===== src/design/hpp_pkg.sv =====
// package of constants for the host port block
package hpp_pkg;
  localparam int ADDR_W          = 8;
  localparam int DATA_W          = 8;
  localparam int REG_DEPTH       = 256;
  localparam int CTRL_BITS       = 2;           // r/w flag then b flag
  localparam int FRAME_BITS      = CTRL_BITS + ADDR_W + DATA_W;
  localparam int CNT_W           = 5;
  localparam logic [7:0] REG_RESET = 8'h00;
  localparam int POS_SCLK        = 2;
  localparam int POS_MOSI        = 1;
  localparam int POS_MISO        = 0;
  localparam int POS_SWAP        = 5;
  localparam int POS_CPOL        = 7;
  localparam int POS_CPHA        = 6;
  localparam logic [4:0] CNT_ADDR_END = 5'h0A;  // bits before data phase
  localparam logic [4:0] CNT_FRAME_END = 5'h12;
  typedef enum logic [1:0] {
    HPP_IDLE = 2'b00,
    HPP_HEAD = 2'b01,
    HPP_DATA = 2'b11,
    HPP_DONE = 2'b10
  } hpp_state_t;
endpackage : hpp_pkg


===== src/design/hpp_host_port.sv =====
// host access port: parallel bus or serial interface onto a register memory
//
// Overview of operation
// [RULE1] data bus released whenever chip select is high
// [RULE2] serial swap low sends lsb first, high sends msb first
// [RULE3] swap pin only matters in serial mode; otherwise it is data bit 5
// [RULE4] r/w and b flags keep position; only address and data reorder
// [RULE5] host supplies serial clock on data bit 2 pin; device only receives
// [RULE6] data bit 1 pin becomes serial data input, sampled by device
// [RULE7] device drives serial data output on data bit 0 pin
// [RULE8] read and write strobes ignored unless chip select low
// [RULE9] read strobe and chip select low drive addressed register on bus
// [RULE10] parallel write captured at rising edge of write strobe
// [RULE11] serial select low picks parallel mode, high picks serial mode
// [RULE12] data bits 7 and 6 give serial clock polarity and phase
// [RULE13] device reset low clears the whole port and all registers
// [RULE14] parallel output enable only during qualified parallel read
`timescale 1ns/1ps
module hpp_host_port
  import hpp_pkg::*;
(
  input  wire logic                       sys_clk,
  input  wire logic                       rst_n,
  input  wire logic                       device_reset_n,
  input  wire logic                       serial_select,
  input  wire logic                       chip_select_n,
  input  wire logic                       read_strobe_n,
  input  wire logic                       write_strobe_n,
  input  wire logic [hpp_pkg::ADDR_W-1:0] addr_in,
  input  wire logic [hpp_pkg::DATA_W-1:0] data_in,
  output logic      [hpp_pkg::DATA_W-1:0] data_out,
  output logic      [hpp_pkg::DATA_W-1:0] data_oe,
  output logic                            serial_clock_polarity,
  output logic                            serial_clock_phase
);
  import hpp_pkg::*;

  // ---------------------------------------
  // pin synchronisers (two flops each)
  // ---------------------------------------
  localparam int SW = 5 + ADDR_W + DATA_W;
  logic [SW-1:0] sync1;
  logic [SW-1:0] sync2;
  always_ff @(posedge sys_clk) begin
    if (!rst_n) begin
      sync1 <= {5'h1F, {ADDR_W{1'b0}}, {DATA_W{1'b0}}};
      sync2 <= {5'h1F, {ADDR_W{1'b0}}, {DATA_W{1'b0}}};
    end else begin
      sync1 <= {device_reset_n, ~serial_select, chip_select_n, read_strobe_n, write_strobe_n, addr_in, data_in};
      sync2 <= sync1;
    end
  end

  logic              s_rstn;
  logic              s_par;
  logic              s_cs_n;
  logic              s_rd_n;
  logic              s_wr_n;
  logic [ADDR_W-1:0] s_addr;
  logic [DATA_W-1:0] s_data;
  assign {s_rstn, s_par, s_cs_n, s_rd_n, s_wr_n, s_addr, s_data} = sync2;
  logic s_ser;
  assign s_ser = ~s_par;                     // [RULE11]

  // combined internal reset
  logic srst;
  assign srst = !rst_n || !s_rstn;           // [RULE13]

  // serial pins carved from the data bus
  logic s_sclk;
  logic s_mosi;
  logic s_swap;
  assign s_sclk = s_data[POS_SCLK];          // [RULE5]
  assign s_mosi = s_data[POS_MOSI];          // [RULE6]
  assign s_swap = s_data[POS_SWAP];          // [RULE3]

  // function: reverse bit order of a byte
  function automatic logic [7:0] rev8(input logic [7:0] v);
    logic [7:0] r;
    r = '0;
    for (int i = 0; i < 8; i++) r[i] = v[7-i];
    return r;
  endfunction : rev8

  // --------------------------------
  // edge history of write strobe and serial clock
  // --------------------------------
  logic wr_d;
  logic sclk_d;
  always_ff @(posedge sys_clk) begin
    if (srst) begin
      wr_d   <= 1'b1;
      sclk_d <= 1'b0;
    end else begin
      wr_d   <= s_wr_n;
      sclk_d <= s_sclk;
    end
  end

  // serial mode clock setup latched while chip select high
  always_ff @(posedge sys_clk) begin
    if (srst) begin
      serial_clock_polarity <= 1'b0;         // [RULE12]
      serial_clock_phase    <= 1'b0;
    end else if (s_ser && s_cs_n) begin
      serial_clock_polarity <= s_data[POS_CPOL];
      serial_clock_phase    <= s_data[POS_CPHA];
    end
  end

  // sample and shift edges derived from polarity and phase
  logic lead_edge;
  logic trail_edge;
  logic samp_edge;
  logic shft_edge;
  assign lead_edge  = (s_sclk != sclk_d) && (s_sclk != serial_clock_polarity);
  assign trail_edge = (s_sclk != sclk_d) && (s_sclk == serial_clock_polarity);
  assign samp_edge  = serial_clock_phase ? trail_edge : lead_edge;
  assign shft_edge  = serial_clock_phase ? lead_edge : trail_edge;

  // ------------------------
  // serial frame engine
  // ------------------------
  hpp_state_t        state;
  logic [CNT_W-1:0]  bit_cnt;
  logic              rw_flag;
  logic              b_flag;
  logic [ADDR_W-1:0] sh_addr;
  logic [DATA_W-1:0] sh_data;
  logic [DATA_W-1:0] tx_data;
  logic              ser_act;
  assign ser_act = s_ser && !s_cs_n;         // [RULE8]

  always_ff @(posedge sys_clk) begin
    if (srst || !ser_act) begin
      state   <= HPP_IDLE;
      bit_cnt <= '0;
      rw_flag <= 1'b0;
      b_flag  <= 1'b0;
      sh_addr <= '0;
      sh_data <= '0;
    end else if (samp_edge) begin
      bit_cnt <= bit_cnt + 5'h01;
      unique case (state)
        HPP_IDLE: begin
          rw_flag <= s_mosi;                 // [RULE4]
          state   <= HPP_HEAD;
        end
        HPP_HEAD: begin
          if (bit_cnt == 5'h01) b_flag <= s_mosi; // [RULE4]
          else sh_addr <= {sh_addr[ADDR_W-2:0], s_mosi};
          if (bit_cnt == CNT_ADDR_END - 5'h01) state <= HPP_DATA;
        end
        HPP_DATA: begin
          sh_data <= {sh_data[DATA_W-2:0], s_mosi};
          if (bit_cnt == CNT_FRAME_END - 5'h01) state <= HPP_DONE;
        end
        HPP_DONE: state <= HPP_DONE;
      endcase
    end
  end

  // received address in true order; shift gathered msb first
  logic [ADDR_W-1:0] ser_addr;
  logic [DATA_W-1:0] ser_wdata;
  assign ser_addr  = s_swap ? sh_addr : rev8(sh_addr);  // [RULE2]
  assign ser_wdata = s_swap ? sh_data : rev8(sh_data);  // [RULE2]

  // serial write pulse when last data bit lands
  logic ser_wr;
  assign ser_wr = ser_act && (state == HPP_DONE) && !rw_flag && bit_cnt == CNT_FRAME_END; // [RULE8]

  // --------------------------------------
  // register memory and access decode
  // --------------------------------------
  logic              par_wr;
  logic              wr_en;
  logic [ADDR_W-1:0] wr_addr;
  logic [DATA_W-1:0] wr_data;
  logic [DATA_W-1:0] rd_data;
  logic              wr_done;
  assign par_wr  = s_par && !s_cs_n && s_wr_n && !wr_d;   // [RULE10]
  assign wr_en   = (par_wr || ser_wr) && !wr_done;
  assign wr_addr = s_par ? s_addr : ser_addr;
  assign wr_data = s_par ? s_data : ser_wdata;

  // one write per serial frame
  always_ff @(posedge sys_clk) begin
    if (srst || !ser_act) wr_done <= 1'b0;
    else if (ser_wr)      wr_done <= 1'b1;
  end

  hpp_regmem #(.AW(ADDR_W), .DW(DATA_W)) u_mem (
    .sys_clk (sys_clk),
    .rst_n   (!srst),                        // [RULE13]
    .wr_en   (wr_en),
    .wr_addr (wr_addr),
    .wr_data (wr_data),
    .rd_addr (s_par ? s_addr : ser_addr),    // [RULE9]
    .rd_data (rd_data)
  );

  // load read data into transmit shifter after address phase
  logic [DATA_W-1:0] tx_order;
  assign tx_order = s_swap ? rd_data : rev8(rd_data);
  always_ff @(posedge sys_clk) begin
    if (srst || !ser_act)                                  tx_data <= '0;
    else if (state == HPP_DATA && bit_cnt == CNT_ADDR_END && !samp_edge && sh_data == '0 && !shft_edge)
      tx_data <= tx_order;                                 // [RULE2]
    // the shift edge that closes the address phase must not drop the freshly loaded first bit
    else if (state == HPP_DATA && shft_edge && bit_cnt != CNT_ADDR_END)
      tx_data <= {tx_data[DATA_W-2:0], 1'b0};
  end

  // --------------------------------
  // pin drivers, all from flops
  // --------------------------------
  logic par_rd;
  assign par_rd = s_par && !s_cs_n && !s_rd_n && chip_select_n == 1'b0; // [RULE8]
  always_ff @(posedge sys_clk) begin
    if (srst || chip_select_n) begin
      data_oe  <= '0;                        // [RULE1]
      data_out <= '0;
    end else if (par_rd) begin
      data_oe  <= '1;                        // [RULE14]
      data_out <= rd_data;                   // [RULE9]
    end else if (ser_act && rw_flag && state == HPP_DATA) begin
      data_oe  <= 8'h01;                     // [RULE7]
      data_out <= {7'h00, tx_data[DATA_W-1]};
    end else begin
      data_oe  <= '0;
      data_out <= '0;
    end
  end
endmodule : hpp_host_port


===== src/design/hpp_regmem.sv =====
// small register memory with registered read data
`timescale 1ns/1ps
module hpp_regmem #(
  parameter int AW = 8,
  parameter int DW = 8
) (
  input  wire logic          sys_clk,
  input  wire logic          rst_n,
  input  wire logic          wr_en,
  input  wire logic [AW-1:0] wr_addr,
  input  wire logic [DW-1:0] wr_data,
  input  wire logic [AW-1:0] rd_addr,
  output logic      [DW-1:0] rd_data
);
  logic [DW-1:0] mem [2**AW];

  // -----------------------------
  // storage, cleared by reset
  // -----------------------------
  always_ff @(posedge sys_clk) begin
    if (!rst_n) begin
      for (int i = 0; i < 2**AW; i++) mem[i] <= '0;
    end else if (wr_en) begin
      mem[wr_addr] <= wr_data;
    end
  end

  // registered read port
  always_ff @(posedge sys_clk) begin
    if (!rst_n) rd_data <= '0;
    else        rd_data <= mem[rd_addr];
  end
endmodule : hpp_regmem


===== config.mk =====
export PLATFORM = sky130hd
export DESIGN_NAME = hpp_host_port
export DESIGN_NICKNAME = d
export VERILOG_FILES = /design/src/design/hpp_pkg.sv /design/src/design/hpp_host_port.sv /design/src/design/hpp_regmem.sv
export SDC_FILE = /design/constraint.sdc
export NUM_CORES = 2
export LEC_CHECK = 0
export BUFFER_PORTS_ARGS = -buffer_cell sky130_fd_sc_hd__buf_2
export CORE_UTILIZATION = 47
export DETAILED_ROUTE_END_ITERATION = 8
export HOLD_SLACK_MARGIN = 0.12
export PLACE_DENSITY = 0.61
export SKIP_CTS_REPAIR_TIMING = 1
export SLEW_MARGIN = 0
export SYNTH_ARGS = -nofsm -noshare
export SYNTH_HDL_FRONTEND = slang
export SYNTH_SLANG_ARGS = --single-unit

===== constraint.sdc =====
create_clock -name sys_clk -period 3.4 [get_ports sys_clk]
set_clock_uncertainty 0.2 [all_clocks]
set_input_delay 0.17 -clock sys_clk [delete_from_list [all_inputs] [get_ports sys_clk]]
set_output_delay 0.17 -clock sys_clk [all_outputs]
set_load 0.005 [all_outputs]

# Word level (Yosys, flattened, before mapping)
# Memory sizes are Yosys's and may differ from the RTL's. A register that Yosys moved wholly into a read port is not among the register bits.
# Index checks and enable logic that the tools add are counted.
# totals
reg_bits,95
mem_bits_rw,2048
output_inout_bits,18
word_cells,101
memories,1
# memory_table
name,words,width,rd,rd_clocked_by_memory_dff,wr,line_no,text
u_mem.mem,256,8,1,1,256,hpp_regmem.sv:15,logic [DW-1:0] mem [2**AW];
# classes
addsub,1
n_eq_ne,14
n_mux,23
bitwise,4
n_reduce_logical,43
# ops
cell,count
$mux W8,11
$logic_and A1 B1 Y1,21
$eq A5 B4 Y1 const B,2
$eq A5 B5 Y1 const B,2
$logic_not A1 Y1,10
$mux W1,9
$logic_not A8 Y1,1
$pmux W2 S4,1
$reduce_or A8 Y1,1
$reduce_and A3 Y1,2
$add A5 B1 Y5 const B,1
$eq A5 B1 Y1 const B,1
$ne A5 B4 Y1 const B,1
$eq A2 B2 Y1 const B,2
$logic_or A1 B1 Y1,4
$mux W2,2
$ne A2 B2 Y1 const B,2
$not A1 Y1,4
$reduce_and A2 Y1,2
$eq A2 B1 Y1 const B,1
$logic_not A2 Y1,1
$ne A1 B1 Y1,2
$reduce_bool A2 Y1,1
$eq A1 B1 Y1,1

# Depth between registers and ports, before layout
# depth
word_depth,12
depth_mapped,13

# By module
# A second synthesis with hierarchy kept.
# hier_totals
hier_cells,7001
hier_area_um2,99236.4
# by_module_without_submodules
mod,n_inst,cells_per_inst,area_per_inst_um2,seq_area_each_um2
hpp_regmem,1,6628,95643.0,61659.1
hpp_host_port,1,373,3593.4,1781.7

# Least setup slack after synthesis
# No wires, ideal clock.
# synth_timing
path_type,register to register
startpoint,register bit_cnt[0]
endpoint,memory u_mem.mem[33][0] (enable)
setup_time_ps,329
arrival_ps,2479
slack_ps,392
path_stages_with_launch,12
n_path_buf,2
period_less_slack_ps,3008
cell_sequence,dfxtp_1 -> inv_1 -> ha_1 -> nor4b_1 -> nand4b_1 -> o22ai_1 -> nand2_1 -> buf_2 -> nor3_2 -> buf_4 -> nand2_1 -> nand2_1
# synth_rtl
item,line_no,text
start: declaration,hpp_host_port.sv:125,logic [CNT_W-1:0] bit_cnt;
start signal: assignment,hpp_host_port.sv:143,bit_cnt <= bit_cnt + 5'h01;
end: declaration,hpp_regmem.sv:15,

# Final worst setup path
# layout_timing
startpoint,register sync2[5]
endpoint,"register u_mem.rd_data[4], read port of u_mem.mem"
# layout_between
elab_chain_cells,2
# layout_lines
item,line_no,text
start: declaration,hpp_host_port.sv:43,logic [SW-1:0] sync2;
start signal: assignment,hpp_host_port.sv:47,"sync2 <= {5'h1F, {ADDR_W{1'b0}}, {DATA_W{1'b0}}};"
start signal: assignment,hpp_host_port.sv:50,sync2 <= sync1;
$mux W8,hpp_host_port.sv:166,assign ser_addr = s_swap ? sh_addr : rev8(sh_addr);
$mux W8,hpp_host_port.sv:199,".rd_addr (s_par ? s_addr : ser_addr),"
end: declaration,hpp_regmem.sv:13,output logic [DW-1:0] rd_data
# Every way passes these cells.
# A chain may end at the register's enable or synchronous reset.

==> results.yml <==
clock_network:
  root_buffer: "clkbuf_16"
  cts_tree: "built"
  htree_levels: 4
  clk_pin_slew_worst_paths_ps: 60
  clk_latency_ps: 860
  cts_made_buffers: 222
  clk_path_buf_depth: 3
  cts_num_sinks: 2145
setup_path:
  worst_ep_required_time_ps: 3990
  cp-end-kind: "flop"
  r2r.worst_path.cells: 14
  path_max_fanout: 10
  worstPathArrival_ps: 4000
  worst_setup_path_start_kind: "flop"
  path_class: "reg2reg"
  rrSetupSlack_ps: -10
  r2r_end: "u_mem.rd_data[4]"
  reg2reg_from: "sync2[5]"
sta:
  slew_viol_final: 0
  worst_slack_ps: -13.69
  setup_viol: 2
  rsz0062_at_grt: "yes"
  finalHoldViolations: 0
  finalSetupTns_ps: -22.61
  fmax_ghz: 0.2929
  hold_ws_ps: 176.9
  slew_headroom: 0.2124
  worst_pin_slew_ps: 1177
  fin_crit_sh: 1.004
  min_period_ps: 3414
worst_hold_path:
  whs_path_depth: 4
  hold_start: "rst_n"
  hold_path.class: "in2reg"
  hold_end: "sync2[18]"
drt:
  wire_per_inst_um: 25.27
  drt_pre_antenna_iters: 7
  drt_iter0_markers: 9872
  drc_errors: 0
  antenna_left: 0
  vias_per_cell: 5.962
  drt_wl_total_um: 303600
  num_vias: 71626
cells_and_area:
  final_common_cell: "nor2_1"
  final_nets: 9207
  layout-drive-gt1-share: 0.1702
  syn_to_final_growth_pct: 21.71
  layout_common_cells: "nor2_1 (2108), edfxtp_1 (2048), nand2_1 (1475)"
  fill_cells: 16272
die:
  die_h_um: 448.5
  design.portCount: 41
  core_sq_um: 197600
  die_w_um: 448.5
  initial_core_util: 0.4742
  std_cell_rows: 163
  die_area_sq_um: 201200
global_route:
  grt_pass1_vias: 67624
  grt_max_degree: 100
  grt.total_usage: 0.2846
  grt_pass1_wl_um: 431200
  gr-total-overflow: 0
  antenna_found_initial: 7
pwr:
  ir_worst_vdd_v: 0.0005760
  internal_power_w: 0.04584
  combPwrFrac: 0.095
  p_switching_w: 0.01463
  p_leak_nw: 42.19
  seqPwrFrac: 0.503
  swShare: 0.2420
  p_per_area_nw_per_um2: 530.2
  p_clk_frac: 0.402
yosys:
  synth_xor_area_frac: 0.0004673
  ys.flop_type: "edfxtp_1"
  synthMuxAreaShare: 0.004833
  syn-num-nets: 8678
  synth-warning-count: 0
  synth_top_family_by_area: "simple AND/OR/NAND/NOR gates"
  syn_inst: 8652
  yosys.area.top_type: "edfxtp_1"
  syn-mean-instance-area_sq_um: 10.83
  syn_area_sq_um: 93720
  synthArstFlopShare: 0
  synth-seq-cells: 2145
  synth_edf_count: 2048
  synth-compound-area-share: 0.1296
  seq_area_frac_synth: 0.6769
  yosysUniqueCellTypes: 51
  synth_top_area_frac: 0.6562
  synth-simple-area-share: 0.1558
  ys_top_cells_by_area: "edfxtp_1 (66%), nor2_1 (8.5%), nand2_1 (6.1%), a21oi_1 (5.6%), a22o_1 (2.4%)"
  synth_adder_area_share: 0.0004005
placement:
  io_buffer_count: 40
  gp_routability_congestion: 0.9392
  hpwl_um: 189900
status:
  violations: "setup timing"
  run_status: "finished, violations left"
job:
  max_cap_violations: 0
[per-layer routing]
layer,track usage,vias to the layer above,part of all wire
met2,0.4531,3807,0.47
met1,0.3913,35387,0.39
met4,0.1183,2,0.042
met5,0,-,0.00074
li1,-,31839,-
met3,0.04154,591,0.092
[worst max path at each step]
stage               startpoint                to  slack (ps)  cells past startpoint
floorplan           bit_cnt[0]  u_mem.mem[33][0]         390                     11
CTS                   sync2[5]  u_mem.rd_data[4]        -590                     13
global route          sync2[5]  u_mem.rd_data[2]         -60                     16
finish                sync2[5]  u_mem.rd_data[4]         -10                     14
global placement      sync2[5]  u_mem.rd_data[4]        -580                     12
detailed placement    sync2[5]  u_mem.rd_data[4]        -530                     13
[synthesized netlist by cell type, drive strengths merged (2+ instances only)]
library cell,count
o21ai,42
mux2i,34
a221oi,128
nand2,1560
a21oi,1040
nand3b,2
nor3b,3
a22oi,264
clkbuf,448
ha,3
nand4,8
nor3,18
a22o,256
nor2,2115
xor2,4
edfxtp,2048
a41oi,8
buf,276
nand2b,12
nor4,2
nor2b,7
o21a,8
mux2,10
nand3,8
and2,40
o22ai,193
inv,5
dfxtp,97
[logic make-up after synthesis]
logic type / after synthesis
buf+inv: 729
simple gates: 3782
mux: 44
flops: 2145
xor+xnor: 5
fa+ha+maj: 3
compound gates: 1944
[registers in the layout (all words and copies together) (netlist names), 8 cells and up]
name and cells:
u_mem.mem 2048, data_out 8, u_mem.rd_data 8, sh_addr 8, sync2 21, sync1 21, sh_data 8, tx_data 8
[power by group through the flow]
| stage | Combinational (W) | Sequential (W) | Clock [W] |
|---|---|---|---|
| 3_3_place_gp | 0.00501 | 0.0310 | 0 |
| 6_report | 0.00574 | 0.0304 | 0.0243 |
| 3_5_place_dp | 0.00506 | 0.0310 | 0 |
| 4_1_cts | 0.00508 | 0.0304 | 0.0245 |
| 5_1_grt | 0.00602 | 0.0305 | 0.0255 |
| 2_1_floorplan | 0.00275 | 0.0307 | 0 |
[area by class of cell]
| cell class | count | area, sq um | area share |
|---|---|---|---|
| Sequential cell | 2145 | 63450 | 0.5562 |
| Inverter | 5 | 18.77 | 0.0001645 |
| Tap cell | 2640 | 3303 | 0.02896 |
| Clock inverter | 131 | 1225 | 0.01074 |
| Multi-Input combinational cell | 5778 | 28830 | 0.2527 |
| Timing Repair Buffer | 1029 | 11270 | 0.09883 |
| Antenna cell | 8 | 20.02 | 0.0001755 |
| Clock buffer | 278 | 5953 | 0.05219 |
[through the flow]
stage	setup slack, ps	area (sq um)	instances	power [W]	util
2_1_floorplan	392.0	93720	8652	0.03350	-
3_3_place_gp	-582.0	103600	11477	0.03596	0.5243
3_5_place_dp	-527.0	103600	11477	0.03603	0.5243
4_1_cts	-586.6	110800	11886	0.05998	0.5606
5_1_grt	-62.47	114000	12008	0.06200	0.5771
6_report	-13.69	114100	12014	0.06047	0.5772
[critical path, cell delays in order (launching register included)]
cell and delay (ps):
dfxtp_4 370, mux2_4 320, buf_6 120, o21ai_4 230, buf_6 150, buf_6 180
clkbuf_16 200, nand2_1 70, a22o_1 240, o22ai_2 190, a221oi_1 80, buf_4 170
o22ai_1 340, o21ai_0 220, a41oi_2 230
No activity file was read; power rests on OpenSTA's default activity.
